## config.mk

```make
export PLATFORM = sky130hd
export DESIGN_NAME = ldosw_ctrl
export DESIGN_NICKNAME = d
export VERILOG_FILES = /design/src/shared/ldosw_pkg.sv /design/src/verilog/ldosw_enable_sel.sv /design/src/verilog/ldosw_ctrl.sv
export SDC_FILE = /design/constraint.sdc
export NUM_CORES = 1
export LEC_CHECK = 0
export ABC_AREA = 1
export BUFFER_PORTS_ARGS = -buffer_cell sky130_fd_sc_hd__clkbuf_2
export CORE_MARGIN = 2
export CORE_UTILIZATION = 48
export DETAILED_ROUTE_END_ITERATION = 10
export PLACE_DENSITY = 0.86
export SYNTH_ARGS = -nofsm -noshare
export SYNTH_HDL_FRONTEND = slang
export SYNTH_SLANG_ARGS = --single-unit
```

## constraint.sdc

```tcl
create_clock -name clk_i -period 1.6 [get_ports clk_i]
set_clock_uncertainty 0.2 [all_clocks]
set_input_delay 0.24 -clock clk_i [delete_from_list [all_inputs] [get_ports clk_i]]
set_output_delay 0.24 -clock clk_i [all_outputs]
set_load 0.01 [all_outputs]
```

## src/shared/ldosw_pkg.sv

```systemverilog
// Package for the regulator and load switch enable control block
package ldosw_pkg;
   localparam logic [7:0] REG_REGULATOR_CONFIG = 8'h0B;
   localparam logic [7:0] REG_LOAD_SWITCH_CONFIG = 8'h0C;
   // Field positions
   localparam int SEQ_LSB = 5;
   localparam int PASDSC_BIT = 4;
   localparam int ACTDSC_BIT = 3;
   localparam int EN_LSB = 1;
   localparam int MODE_BIT = 0;
   localparam int SOFT_BIT = 0;
   // Reset values
   localparam logic [1:0] RST_SW_ENABLE = 2'h0;
   localparam logic RST_DISCHARGE = 1'b0;
   localparam logic RST_MODE = 1'b0;
   localparam logic RST_SOFT_START = 1'b0;
   // Sequencing codes
   localparam logic [2:0] SEQ_OFF_A = 3'h0;
   localparam logic [2:0] SEQ_ALWAYS = 3'h1;
   localparam logic [2:0] SEQ_AT_0 = 3'h2;
   localparam logic [2:0] SEQ_AT_25 = 3'h3;
   localparam logic [2:0] SEQ_AT_50 = 3'h4;
   localparam logic [2:0] SEQ_OFF_B = 3'h5;
   localparam logic [2:0] SEQ_PIN = 3'h6;
   localparam logic [2:0] SEQ_SOFTWARE = 3'h7;
   // Software enable values
   localparam logic [1:0] EN_OFF = 2'h0;
   localparam logic [1:0] EN_ON = 2'h1;
   localparam logic [1:0] EN_MPC = 2'h2;
   // Soft start hold time
   localparam int CLK_HZ = 20000000;
   localparam int SOFT_START_MS = 60;
   localparam int SOFT_START_CYCLES = CLK_HZ / 1000 * SOFT_START_MS;
   localparam int SOFT_CNT_W = 22;
   // Boot progress points, in quarters of the delay
   typedef struct packed {
      logic at_0;
      logic at_25;
      logic at_50;
      logic at_100;
   } ldosw_boot_s;
   // Enable inputs of one channel; supply and control pin are shared by both channels
   typedef struct packed {
      logic supply_present;
      logic multipurpose_control_pin;
      logic enable_pin;
   } ldosw_pins_s;
endpackage

```

## src/verilog/ldosw_enable_sel.sv

```systemverilog
// Enable selection from a sequencing code, used by both channels
`timescale 1ns/100ps
module ldosw_enable_sel (
   input wire logic [2:0] seq_code_i,
   input wire logic [1:0] sw_enable_i,
   input wire ldosw_pkg::ldosw_boot_s boot_i,
   input wire ldosw_pkg::ldosw_pins_s pins_i,
   output logic enable_o
);
   wire sw_req = (sw_enable_i == ldosw_pkg::EN_ON) ||
      ((sw_enable_i == ldosw_pkg::EN_MPC) && pins_i.multipurpose_control_pin);
   // Code 111 waits for the full boot delay; value 11 is reserved and reads as off
   wire soft_en = boot_i.at_100 && sw_req;
   always_comb begin
      case (seq_code_i)
         ldosw_pkg::SEQ_ALWAYS: enable_o = pins_i.supply_present;
         ldosw_pkg::SEQ_AT_0: enable_o = pins_i.supply_present && boot_i.at_0;
         ldosw_pkg::SEQ_AT_25: enable_o = pins_i.supply_present && boot_i.at_25;
         ldosw_pkg::SEQ_AT_50: enable_o = pins_i.supply_present && boot_i.at_50;
         ldosw_pkg::SEQ_PIN: enable_o = pins_i.enable_pin;
         ldosw_pkg::SEQ_SOFTWARE: enable_o = pins_i.supply_present && soft_en;
         default: enable_o = 1'b0;
      endcase
   end
endmodule

```

## src/verilog/ldosw_ctrl.sv

```systemverilog
// Regulator and load switch enable, discharge, mode latch and soft start control
// Function
// - Regulator code 000 or 101 keeps it off, code 001 keeps it on while supply is present.
// - Regulator codes 010, 011, 100 turn it on at 0, 25 and 50 percent of the boot delay.
// - Regulator code 110 follows its enable pin, code 111 follows software after full delay.
// - Passive discharge on off/hard-reset entry, and while disabled when its bit is 1.
// - Switch mode makes the regulator a plain on/off switch, unregulated, free of UVLO.
// - The mode bit is latched and a new value takes effect only while disabled.
// - Switch code 000 or 101 keeps it off, code 001 keeps it on while supply is present.
// - Switch codes 010, 011, 100 close it at 0, 25 and 50 percent of the boot delay.
// - Switch code 110 follows its enable pin, code 111 follows software after full delay.
// - Switch software field: 00 off, 01 on, 10 on while control pin high, 11 reserved.
// - With soft start set, a 25mA limit holds for 60ms after the switch is enabled.
//
// Chosen here: the plain strobed port.
`timescale 1ns/100ps
module ldosw_ctrl (
   input wire logic clk_i,
   input wire logic srst_i,
   input wire logic [7:0] addr_i,
   input wire logic [7:0] wdata_i,
   input wire logic wr_i,
   input wire logic rd_i,
   output logic [7:0] rdata_o,
   input wire logic [2:0] regulator_sequence_code_i,
   input wire logic [2:0] load_switch_sequence_code_i,
   input wire ldosw_pkg::ldosw_boot_s boot_i,
   input wire logic supply_present_i,
   input wire logic multipurpose_control_pin_i,
   input wire logic regulator_enable_pin_i,
   input wire logic load_switch_enable_pin_i,
   input wire logic off_entry_i,
   output logic regulator_enable_o,
   output logic regulator_switch_mode_o,
   output logic regulator_uvlo_bypass_o,
   output logic regulator_passive_discharge_o,
   output logic regulator_active_discharge_o,
   output logic load_switch_enable_o,
   output logic load_switch_current_limit_o
);
   ////////////////////////////////////////////////////////////////////////
   // Register file
   logic regulator_passive_discharge_q;
   logic regulator_active_discharge_q;
   logic [1:0] regulator_sw_enable_q;
   logic mode_req_q;
   logic [1:0] load_switch_sw_enable_q;
   logic load_switch_soft_start_q;
   logic [7:0] rdata_q;

   wire sel_reg = addr_i == ldosw_pkg::REG_REGULATOR_CONFIG;
   wire sel_sw = addr_i == ldosw_pkg::REG_LOAD_SWITCH_CONFIG;
   wire wr_reg = wr_i && sel_reg;
   wire wr_sw = wr_i && sel_sw;

   wire [7:0] reg_view = {regulator_sequence_code_i, regulator_passive_discharge_q,
      regulator_active_discharge_q, regulator_sw_enable_q, regulator_switch_mode_o};
   wire [7:0] sw_view = {load_switch_sequence_code_i, 2'h0, load_switch_sw_enable_q,
      load_switch_soft_start_q};
   wire [7:0] rdata_d = !rd_i ? rdata_q : sel_reg ? reg_view : sel_sw ? sw_view : 8'h00;

   always_ff @(posedge clk_i) begin
      if (srst_i) begin
         regulator_passive_discharge_q <= ldosw_pkg::RST_DISCHARGE;
         regulator_active_discharge_q <= ldosw_pkg::RST_DISCHARGE;
         regulator_sw_enable_q <= ldosw_pkg::RST_SW_ENABLE;
         mode_req_q <= ldosw_pkg::RST_MODE;
      end else if (wr_reg) begin
         regulator_passive_discharge_q <= wdata_i[ldosw_pkg::PASDSC_BIT];
         regulator_active_discharge_q <= wdata_i[ldosw_pkg::ACTDSC_BIT];
         regulator_sw_enable_q <= wdata_i[ldosw_pkg::EN_LSB +: 2];
         mode_req_q <= wdata_i[ldosw_pkg::MODE_BIT];
      end
   end

   always_ff @(posedge clk_i) begin
      if (srst_i) begin
         load_switch_sw_enable_q <= ldosw_pkg::RST_SW_ENABLE;
         load_switch_soft_start_q <= ldosw_pkg::RST_SOFT_START;
      end else if (wr_sw) begin
         load_switch_sw_enable_q <= wdata_i[ldosw_pkg::EN_LSB +: 2];
         load_switch_soft_start_q <= wdata_i[ldosw_pkg::SOFT_BIT];
      end
   end

   // Read data only stand in the cycle after the strobe
   always_ff @(posedge clk_i) begin
      if (srst_i) begin
         rdata_q <= 8'h00;
      end else begin
         rdata_q <= rd_i ? rdata_d : 8'h00;
      end
   end
   assign rdata_o = rdata_q;

   ////////////////////////////////////////////////////////////////////////
   // Enable selection
   logic reg_en;
   logic sw_en;
   ldosw_pkg::ldosw_pins_s reg_pins;
   ldosw_pkg::ldosw_pins_s sw_pins;
   assign reg_pins = '{supply_present: supply_present_i, multipurpose_control_pin: multipurpose_control_pin_i,
      enable_pin: regulator_enable_pin_i};
   assign sw_pins = '{supply_present: supply_present_i, multipurpose_control_pin: multipurpose_control_pin_i,
      enable_pin: load_switch_enable_pin_i};

   ldosw_enable_sel u_reg_sel (
      .seq_code_i(regulator_sequence_code_i),
      .sw_enable_i(regulator_sw_enable_q),
      .boot_i(boot_i),
      .pins_i(reg_pins),
      .enable_o(reg_en)
   );
   ldosw_enable_sel u_sw_sel (
      .seq_code_i(load_switch_sequence_code_i),
      .sw_enable_i(load_switch_sw_enable_q),
      .boot_i(boot_i),
      .pins_i(sw_pins),
      .enable_o(sw_en)
   );

   ////////////////////////////////////////////////////////////////////////
   // Regulator and load switch outputs
   logic reg_en_q;
   logic mode_q;
   logic sw_en_q;
   logic soft_active_q;
   logic [ldosw_pkg::SOFT_CNT_W-1:0] soft_cnt_q;

   // Mode only moves while disabled so the FET never changes role under load
   wire mode_d = reg_en ? mode_q : mode_req_q;
   wire sw_rise = sw_en && !sw_en_q;
   localparam int SOFT_LAST = ldosw_pkg::SOFT_START_CYCLES - 1;
   wire soft_done = soft_cnt_q == SOFT_LAST[ldosw_pkg::SOFT_CNT_W-1:0];

   always_ff @(posedge clk_i) begin
      if (srst_i) begin
         reg_en_q <= 1'b0;
         mode_q <= ldosw_pkg::RST_MODE;
         sw_en_q <= 1'b0;
      end else begin
         reg_en_q <= reg_en;
         mode_q <= mode_d;
         sw_en_q <= sw_en;
      end
   end

   // Soft start timer restarts on each closing edge of the switch
   always_ff @(posedge clk_i) begin
      if (srst_i) begin
         soft_active_q <= 1'b0;
         soft_cnt_q <= '0;
      end else if (sw_rise && load_switch_soft_start_q) begin
         soft_active_q <= 1'b1;
         soft_cnt_q <= '0;
      end else if (!sw_en || soft_done) begin
         soft_active_q <= 1'b0;
         soft_cnt_q <= '0;
      end else if (soft_active_q) begin
         soft_cnt_q <= soft_cnt_q + 1'b1;
      end
   end

   assign regulator_enable_o = reg_en_q;
   assign regulator_switch_mode_o = mode_q;
   // In switch mode the output is unregulated and ignores undervoltage lockout
   assign regulator_uvlo_bypass_o = mode_q && reg_en_q;
   assign regulator_passive_discharge_o = off_entry_i ||
      (regulator_passive_discharge_q && !reg_en_q);
   assign regulator_active_discharge_o = off_entry_i ||
      (regulator_active_discharge_q && !reg_en_q);
   assign load_switch_enable_o = sw_en_q;
   assign load_switch_current_limit_o = soft_active_q && sw_en_q;

   ////////////////////////////////////////////////////////////////////////
   // Assertions
   AST_REG_OFF_CODES: assert property (@(posedge clk_i) disable iff (srst_i)
      (regulator_sequence_code_i == ldosw_pkg::SEQ_OFF_A ||
       regulator_sequence_code_i == ldosw_pkg::SEQ_OFF_B) ##1
      $stable(regulator_sequence_code_i) |-> !regulator_enable_o)
      else $error("regulator on with off code");
   AST_REG_ALWAYS: assert property (@(posedge clk_i) disable iff (srst_i)
      (regulator_sequence_code_i == ldosw_pkg::SEQ_ALWAYS && supply_present_i)
      |=> regulator_enable_o)
      else $error("regulator off with always code");
   AST_REG_QUARTER: assert property (@(posedge clk_i) disable iff (srst_i)
      (regulator_sequence_code_i == ldosw_pkg::SEQ_AT_25 && supply_present_i)
      |=> regulator_enable_o == $past(boot_i.at_25))
      else $error("regulator not following quarter point");
   AST_REG_PIN: assert property (@(posedge clk_i) disable iff (srst_i)
      regulator_sequence_code_i == ldosw_pkg::SEQ_PIN
      |=> regulator_enable_o == $past(regulator_enable_pin_i))
      else $error("regulator not following enable pin");
   AST_REG_SOFT: assert property (@(posedge clk_i) disable iff (srst_i)
      (regulator_sequence_code_i == ldosw_pkg::SEQ_SOFTWARE && supply_present_i &&
       boot_i.at_100 && regulator_sw_enable_q == ldosw_pkg::EN_MPC)
      |=> regulator_enable_o == $past(multipurpose_control_pin_i))
      else $error("regulator not following control pin");
   AST_DISCHARGE: assert property (@(posedge clk_i) disable iff (srst_i)
      (regulator_passive_discharge_q && !regulator_enable_o) |-> regulator_passive_discharge_o)
      else $error("no passive discharge while disabled");
   AST_ACT_DISCHARGE: assert property (@(posedge clk_i) disable iff (srst_i)
      (!regulator_active_discharge_q && !off_entry_i) |-> !regulator_active_discharge_o)
      else $error("active discharge without cause");
   AST_MODE_HELD: assert property (@(posedge clk_i) disable iff (srst_i)
      (regulator_enable_o && $past(regulator_enable_o)) |-> $stable(regulator_switch_mode_o))
      else $error("mode changed while enabled");
   AST_UVLO: assert property (@(posedge clk_i) disable iff (srst_i)
      regulator_uvlo_bypass_o |-> (regulator_switch_mode_o && regulator_enable_o))
      else $error("bypass outside switch mode");
   AST_SW_PIN: assert property (@(posedge clk_i) disable iff (srst_i)
      load_switch_sequence_code_i == ldosw_pkg::SEQ_PIN
      |=> load_switch_enable_o == $past(load_switch_enable_pin_i))
      else $error("switch not following enable pin");
   AST_SW_OFF: assert property (@(posedge clk_i) disable iff (srst_i)
      (load_switch_sequence_code_i == ldosw_pkg::SEQ_OFF_B) |=> !load_switch_enable_o)
      else $error("switch on with off code");
   AST_SW_HALF: assert property (@(posedge clk_i) disable iff (srst_i)
      (load_switch_sequence_code_i == ldosw_pkg::SEQ_AT_50 && supply_present_i)
      |=> load_switch_enable_o == $past(boot_i.at_50))
      else $error("switch not following half point");
   AST_SW_RESERVED: assert property (@(posedge clk_i) disable iff (srst_i)
      (load_switch_sequence_code_i == ldosw_pkg::SEQ_SOFTWARE &&
       load_switch_sw_enable_q == 2'h3) |=> !load_switch_enable_o)
      else $error("switch on with reserved value");
   AST_SOFT_START: assert property (@(posedge clk_i) disable iff (srst_i)
      (sw_rise && load_switch_soft_start_q) |=> load_switch_current_limit_o)
      else $error("soft start limit missing");
   AST_NO_SOFT: assert property (@(posedge clk_i) disable iff (srst_i)
      (sw_rise && !load_switch_soft_start_q) |=> !load_switch_current_limit_o)
      else $error("limit applied without soft start");
   // The full hold is far too long to run, so it is checked one cycle at a time
   AST_SOFT_HOLD: assert property (@(posedge clk_i) disable iff (srst_i)
      (load_switch_current_limit_o && sw_en && !soft_done) |=> load_switch_current_limit_o)
      else $error("soft start limit dropped early");
   AST_LIMIT_DROP: assert property (@(posedge clk_i) disable iff (srst_i)
      !sw_en |=> !load_switch_current_limit_o)
      else $error("limit held with switch open");
   AST_REG_START: assert property (@(posedge clk_i) disable iff (srst_i)
      (regulator_sequence_code_i == ldosw_pkg::SEQ_AT_0 && supply_present_i)
      |=> regulator_enable_o == $past(boot_i.at_0))
      else $error("regulator not following start point");
   AST_REG_HALF: assert property (@(posedge clk_i) disable iff (srst_i)
      (regulator_sequence_code_i == ldosw_pkg::SEQ_AT_50 && supply_present_i)
      |=> regulator_enable_o == $past(boot_i.at_50))
      else $error("regulator not following half point");
   AST_REG_NO_SUPPLY: assert property (@(posedge clk_i) disable iff (srst_i)
      (regulator_sequence_code_i != ldosw_pkg::SEQ_PIN && !supply_present_i)
      |=> !regulator_enable_o)
      else $error("regulator on without supply");
   AST_REG_SW_ON: assert property (@(posedge clk_i) disable iff (srst_i)
      (regulator_sequence_code_i == ldosw_pkg::SEQ_SOFTWARE && supply_present_i &&
       boot_i.at_100 && regulator_sw_enable_q == ldosw_pkg::EN_ON) |=> regulator_enable_o)
      else $error("regulator off with software enable");
   AST_REG_SW_OFF: assert property (@(posedge clk_i) disable iff (srst_i)
      (regulator_sequence_code_i == ldosw_pkg::SEQ_SOFTWARE &&
       regulator_sw_enable_q == ldosw_pkg::EN_OFF) |=> !regulator_enable_o)
      else $error("regulator on with software disable");
   AST_REG_EARLY: assert property (@(posedge clk_i) disable iff (srst_i)
      (regulator_sequence_code_i == ldosw_pkg::SEQ_SOFTWARE && !boot_i.at_100)
      |=> !regulator_enable_o)
      else $error("regulator on before full boot delay");
   AST_REG_RESERVED: assert property (@(posedge clk_i) disable iff (srst_i)
      (regulator_sequence_code_i == ldosw_pkg::SEQ_SOFTWARE &&
       regulator_sw_enable_q == 2'h3) |=> !regulator_enable_o)
      else $error("regulator on with reserved value");
   AST_SW_ALWAYS: assert property (@(posedge clk_i) disable iff (srst_i)
      (load_switch_sequence_code_i == ldosw_pkg::SEQ_ALWAYS && supply_present_i)
      |=> load_switch_enable_o)
      else $error("switch open with always code");
   AST_SW_OFF_A: assert property (@(posedge clk_i) disable iff (srst_i)
      (load_switch_sequence_code_i == ldosw_pkg::SEQ_OFF_A) |=> !load_switch_enable_o)
      else $error("switch on with first off code");
   AST_SW_NO_SUPPLY: assert property (@(posedge clk_i) disable iff (srst_i)
      (load_switch_sequence_code_i != ldosw_pkg::SEQ_PIN && !supply_present_i)
      |=> !load_switch_enable_o)
      else $error("switch on without supply");
   AST_SW_QUARTER: assert property (@(posedge clk_i) disable iff (srst_i)
      (load_switch_sequence_code_i == ldosw_pkg::SEQ_AT_25 && supply_present_i)
      |=> load_switch_enable_o == $past(boot_i.at_25))
      else $error("switch not following quarter point");
   AST_SW_EARLY: assert property (@(posedge clk_i) disable iff (srst_i)
      (load_switch_sequence_code_i == ldosw_pkg::SEQ_SOFTWARE && !boot_i.at_100)
      |=> !load_switch_enable_o)
      else $error("switch on before full boot delay");
   AST_SW_ON: assert property (@(posedge clk_i) disable iff (srst_i)
      (load_switch_sequence_code_i == ldosw_pkg::SEQ_SOFTWARE && supply_present_i &&
       boot_i.at_100 && load_switch_sw_enable_q == ldosw_pkg::EN_ON) |=> load_switch_enable_o)
      else $error("switch open with software enable");
   AST_SW_MPC: assert property (@(posedge clk_i) disable iff (srst_i)
      (load_switch_sequence_code_i == ldosw_pkg::SEQ_SOFTWARE && supply_present_i &&
       boot_i.at_100 && load_switch_sw_enable_q == ldosw_pkg::EN_MPC)
      |=> load_switch_enable_o == $past(multipurpose_control_pin_i))
      else $error("switch not following control pin");
   AST_MODE_FOLLOW: assert property (@(posedge clk_i) disable iff (srst_i)
      !reg_en |=> regulator_switch_mode_o == $past(mode_req_q))
      else $error("mode not taken while disabled");
   AST_ACT_DISCHARGE_ON: assert property (@(posedge clk_i) disable iff (srst_i)
      (regulator_active_discharge_q && !regulator_enable_o) |-> regulator_active_discharge_o)
      else $error("no active discharge while disabled");
   AST_OFF_ENTRY: assert property (@(posedge clk_i) disable iff (srst_i)
      off_entry_i |-> (regulator_passive_discharge_o && regulator_active_discharge_o))
      else $error("no discharge on off entry");
   // Read data must fall back to zero so a stale value is never taken twice
   AST_RDATA_IDLE: assert property (@(posedge clk_i) disable iff (srst_i)
      !rd_i |=> rdata_o == 8'h00)
      else $error("read data without read strobe");

   COV_REG_ON: cover property (@(posedge clk_i) disable iff (srst_i) $rose(regulator_enable_o));
   COV_MODE: cover property (@(posedge clk_i) disable iff (srst_i) $rose(regulator_switch_mode_o));
   COV_SOFT: cover property (@(posedge clk_i) disable iff (srst_i)
      $fell(load_switch_current_limit_o) && load_switch_enable_o);
   COV_SOFT_START: cover property (@(posedge clk_i) disable iff (srst_i)
      sw_rise && load_switch_soft_start_q);
   COV_READ: cover property (@(posedge clk_i) disable iff (srst_i) rd_i && sel_reg);
endmodule

```

==> run summary <==
For hold timing, the worst endpoint is rdata_o[6]. Most instantiated flip-flop cell in the synthesis netlist: dfxtp_1. Yosys attributes the largest share of cell area to dfxtp_1 (39%), nand2_1 (16%), nor2_1 (11%), inv_1 (6.9%), nand3_1 (5.8%). At the later pin of the worst-skew pair, clock insertion delay measures 0.31 ns. The internal portion of the total power is 0.00147 W. For the required time of the critical path, the log shows 1.61 ns.

The logs give 0 for the number of antenna violations at the first check in global routing and 363 for the net count after synthesis. Counting flops and latches in the post-synthesis netlist gives 42. The routed via count divided by cell count is 5.18. The final reports fail on setup timing. The routed layout has 2381 vias.

Of all cell types, the one taking the most synthesized area is dfxtp_1. Summed over all nets, the switching power comes to 0.000496 W. The kind of critical path was register to register.

The average size of a mapped cell was 6.65 um^2; the maximum number of pins on one net before global-route repair was 20. Walking the worst path, the cells encountered are ha_4 -> nand3_4 -> nor3_4 -> nand3_4 -> nand2_2 -> nor2_2 -> nand2_1 -> nor2_1. On the worst path, the slowest cell contributes a delay of 0.36 ns.

The maximum net fanout on the critical path is 6, and the worst IR drop on VDD is 0.402 mV. Destination of the worst register-to-register timing path: soft_cnt_q[19]. In this run the static leakage power is 1.31 nW.

The H-tree generated during clock tree synthesis spans 2 levels. The filler cells instantiated in the layout total 337. The number of diodes came out at 0. The worst path setup slack after routing was -0.00238 ns; the measured slew at the worst slew-check pin was 0.329 ns. The final setup violation count is 1. The finished layout holds 460 standard cells, fillers aside.

TritonCTS built the clock tree. Top cell type's share of synthesized area: 0.386. The total half-perimeter wirelength after legalization and detailed placement is 3870 um.

The via count of the first global-routing pass was 2144. For the I/O pin total, the log shows 50. In the final layout, flip-flops and latches occupy 862 um^2. Worst hold path stage count: 3. The clock root buffer master is clkbuf_8.

The run gives 0.375 as the clock power share. The run gives 2 as the maximum root-to-sink buffer count. In the final layout, the multi-input gates occupy 1320 um^2. The final critical-path share of the clock period was 1.00; the count of synthesis-stage warnings from yosys was 0. The final max-slew violation count was 0. The kind of end point of the critical path was a register. The post-route minimum period came out at 1.60 ns. The die height works out to 71.3 um. The run finished, with violations left. Counting tap cells, the placed design contains a total of 439 instances. The final layout contains 443 nets.

For this run the aggregate overflow at the end of global routing stands at 0. The tool flagged a number of max-cap violations equal to 0. The first routing iteration left 135 violations. The fraction of layout instances using a drive strength above 1 was 0.321; the proportion of register bits with asynchronous set or reset after synthesis was 0. In the routed design, unresolved DRC markers number 0.

The synthesized netlist occupies a cell area of 2180 um^2. The run gives 0.386 as the fraction of the yosys area taken by sequential cells. For the tightest slew margin relative to the limit, the log shows 0.779. Setup repair after global routing could not meet its margin everywhere.

The startpoint identified for the worst register-to-register timing path is soft_cnt_q[1]. For this design, the sink count on the clock tree is 42. Data arrives at the worst endpoint at 1.61 ns. For the hold violation count in the final report, the log shows 0.

Among the stages of the critical path, the cell type that occurs most often is nand3_4. Routability-driven placement finished with a final weighted congestion of 0.927. The logs give 0.535 for the part of the power in registers and 4350 um^2 for the area inside the core boundary. The proportion of total power due to net switching was 0.252; the count of input and output buffers was 46. In this run the worst hold path is classified as input port to register.

Compared with the post-synthesis result, the final layout area differs by 35.5%. The chip width is 71.3 um, and the part of the power in combinational logic is 0.090. The number of flops mapped to enable cells by yosys is 0. The startpoint identified for the worst hold timing path is rd_i.

The power density relative to cell area was 667 nW/um^2. For this design, the slowest cell found on the critical path is dfxtp_2. Clock-pin slew was measured on the worst setup and hold paths at 0.08 ns. The logs give 0.213 for the aggregate global-route resource usage and 5090 um^2 for the area of the die. Across all register-to-register paths, the minimum setup slack is -0.002 ns. The final antenna-violating net count is 0.

In the final routed layout, each cell accounts on average for 12.7 um. STA classifies the critical path startpoint as a register. TritonCTS created 5 clock buffers. The first global-routing pass estimated 8660 um of wire. The tools report the starting density of the core as 0.500. The floorplan has 24 rows.

For this run, the top clock speed supported by timing is 624 MHz. The first detailed-routing pass ran for 4 iterations. The worst reg2reg path depth was 8. The tools report the number of distinct library cells after synthesis as 28.

Synthesis produced a netlist whose cell count is 327. The tools report the final wirelength as 5820 um. On the final layout, the worst hold slack is 0.00689 ns.
worst max path at each step:
stage                    from             end  slack (ns)
2_1_floorplan   soft_cnt_q[0]  soft_cnt_q[12]        0.01
3_3_place_gp    soft_cnt_q[0]  soft_cnt_q[20]     -0.0008
3_5_place_dp    soft_cnt_q[1]  soft_cnt_q[20]       -0.04
4_1_cts         soft_cnt_q[1]  soft_cnt_q[12]       -0.01
5_1_grt        soft_cnt_q[12]  soft_cnt_q[14]       -0.07
6_report        soft_cnt_q[1]  soft_cnt_q[19]      -0.002
flip-flops by register name, indices dropped and copies added, names as in the netlist:
register / cells
regulator_passive_discharge_q: 1
soft_cnt_q: 22
regulator_switch_mode_o: 1
regulator_sw_enable_q: 2
regulator_active_discharge_q: 1
soft_active_q: 1
load_switch_sw_enable_q: 2
load_switch_soft_start_q: 1
load_switch_enable_o: 1
mode_req_q: 1
rdata_o: 8
regulator_enable_o: 1
cells in the mapped netlist (2+ instances only):
| cell | count |
|---|---|
| a21oi_1 | 14 |
| dfxtp_1 | 42 |
| inv_1 | 40 |
| nand2_1 | 94 |
| nand3_1 | 25 |
| nand3_2 | 2 |
| nand4_1 | 6 |
| nor2_1 | 63 |
| nor3_1 | 2 |
| nor3_2 | 3 |
| o21ai_0 | 7 |
| xnor2_1 | 5 |
| xor2_1 | 9 |
worst max-delay path, delay by kind of cell (launching register included):
family | cells | cell delay [ns]
simple gates | 7 | 0.80
fa+ha+maj | 1 | 0.15
flops | 1 | 0.36
layout make-up:
cell class	count	area share
multi-input combinational	244	0.448
sequential	42	0.292
timing repair buffer	72	0.151
inverter	42	0.0543
clock buffer	6	0.0280
tap	52	0.0221
clock inverter	2	0.00424
layout by cell type, fill, tap and decap left out, drive strengths merged:
master       netlist  final
nor3               6      6
xor2               9      9
nor4               1      1
buf                2     19
or2                2      2
o211ai             1      1
o21ai              7      7
inv               41     41
clkinvlp           0      1
nor2              65     65
nand4              6      6
dlygate4sd3        0      7
nor3b              1      1
a21oi             14     14
nand2             95     95
clkbuf             0     52
xnor2              5      5
nand3             28     31
clkinv             1      2
dfxtp             42     42
ha                 1      1
per-layer routing:
layer	vias up	share of wire	track usage
li1	1187	-	-
met1	1108	0.41	0.231
met2	69	0.51	0.398
met3	17	0.044	0.0338
met4	0	0.031	0.107
met5	-	0	0
metrics by stage:
stage / setup TNS, ns / setup WS (ns) / total power, W / instance area (um^2) / util
detailed placement: -0.0828 / -0.0411 / 0.00123 / 2590 / 0.594
CTS: -0.0105 / -0.0105 / 0.00196 / 2770 / 0.636
global placement: -0.000786 / -0.000786 / 0.00122 / 2590 / 0.594
finish: -0.00238 / -0.00238 / 0.00197 / 2950 / 0.677
global route: -0.416 / -0.0689 / 0.00203 / 2950 / 0.677
floorplan: 0 / 0.0121 / 0.00115 / 2190 / -
logic make-up (layout without fill, tap and decap cells):
group                    count (synthesis)  in the layout  synth area share
AO/OA/AOI/OAI                           22             22            0.0518
XOR/XNOR                                14             14            0.0564
adder cells (fa/ha/maj)                  1              1           0.00575
buffers and inverters                   44            122            0.0811
flip-flops                              42             42             0.386
AND/OR/NAND/NOR                        204            207             0.419
power groups by stage:
stage | sequential, W | combinational (W) | clock, W
finish | 0.00105 | 0.000177 | 0.000737
global route | 0.00105 | 0.000196 | 0.000779
CTS | 0.00105 | 0.000161 | 0.000741
detailed placement | 0.00108 | 0.000147 | 0
global placement | 0.00108 | 0.000144 | 0
floorplan | 0.00108 | 0.0000676 | 0
what timing repair did:
action	in CTS	in global routing
cloned	0	3
hold buffers	7	0
endpoints found under the setup margin	12	22
pin swaps	4	15
resized for setup	5	47
hold endpoints to repair	10	0
setup buffers	0	3
(Power assumes the default switching activity.)
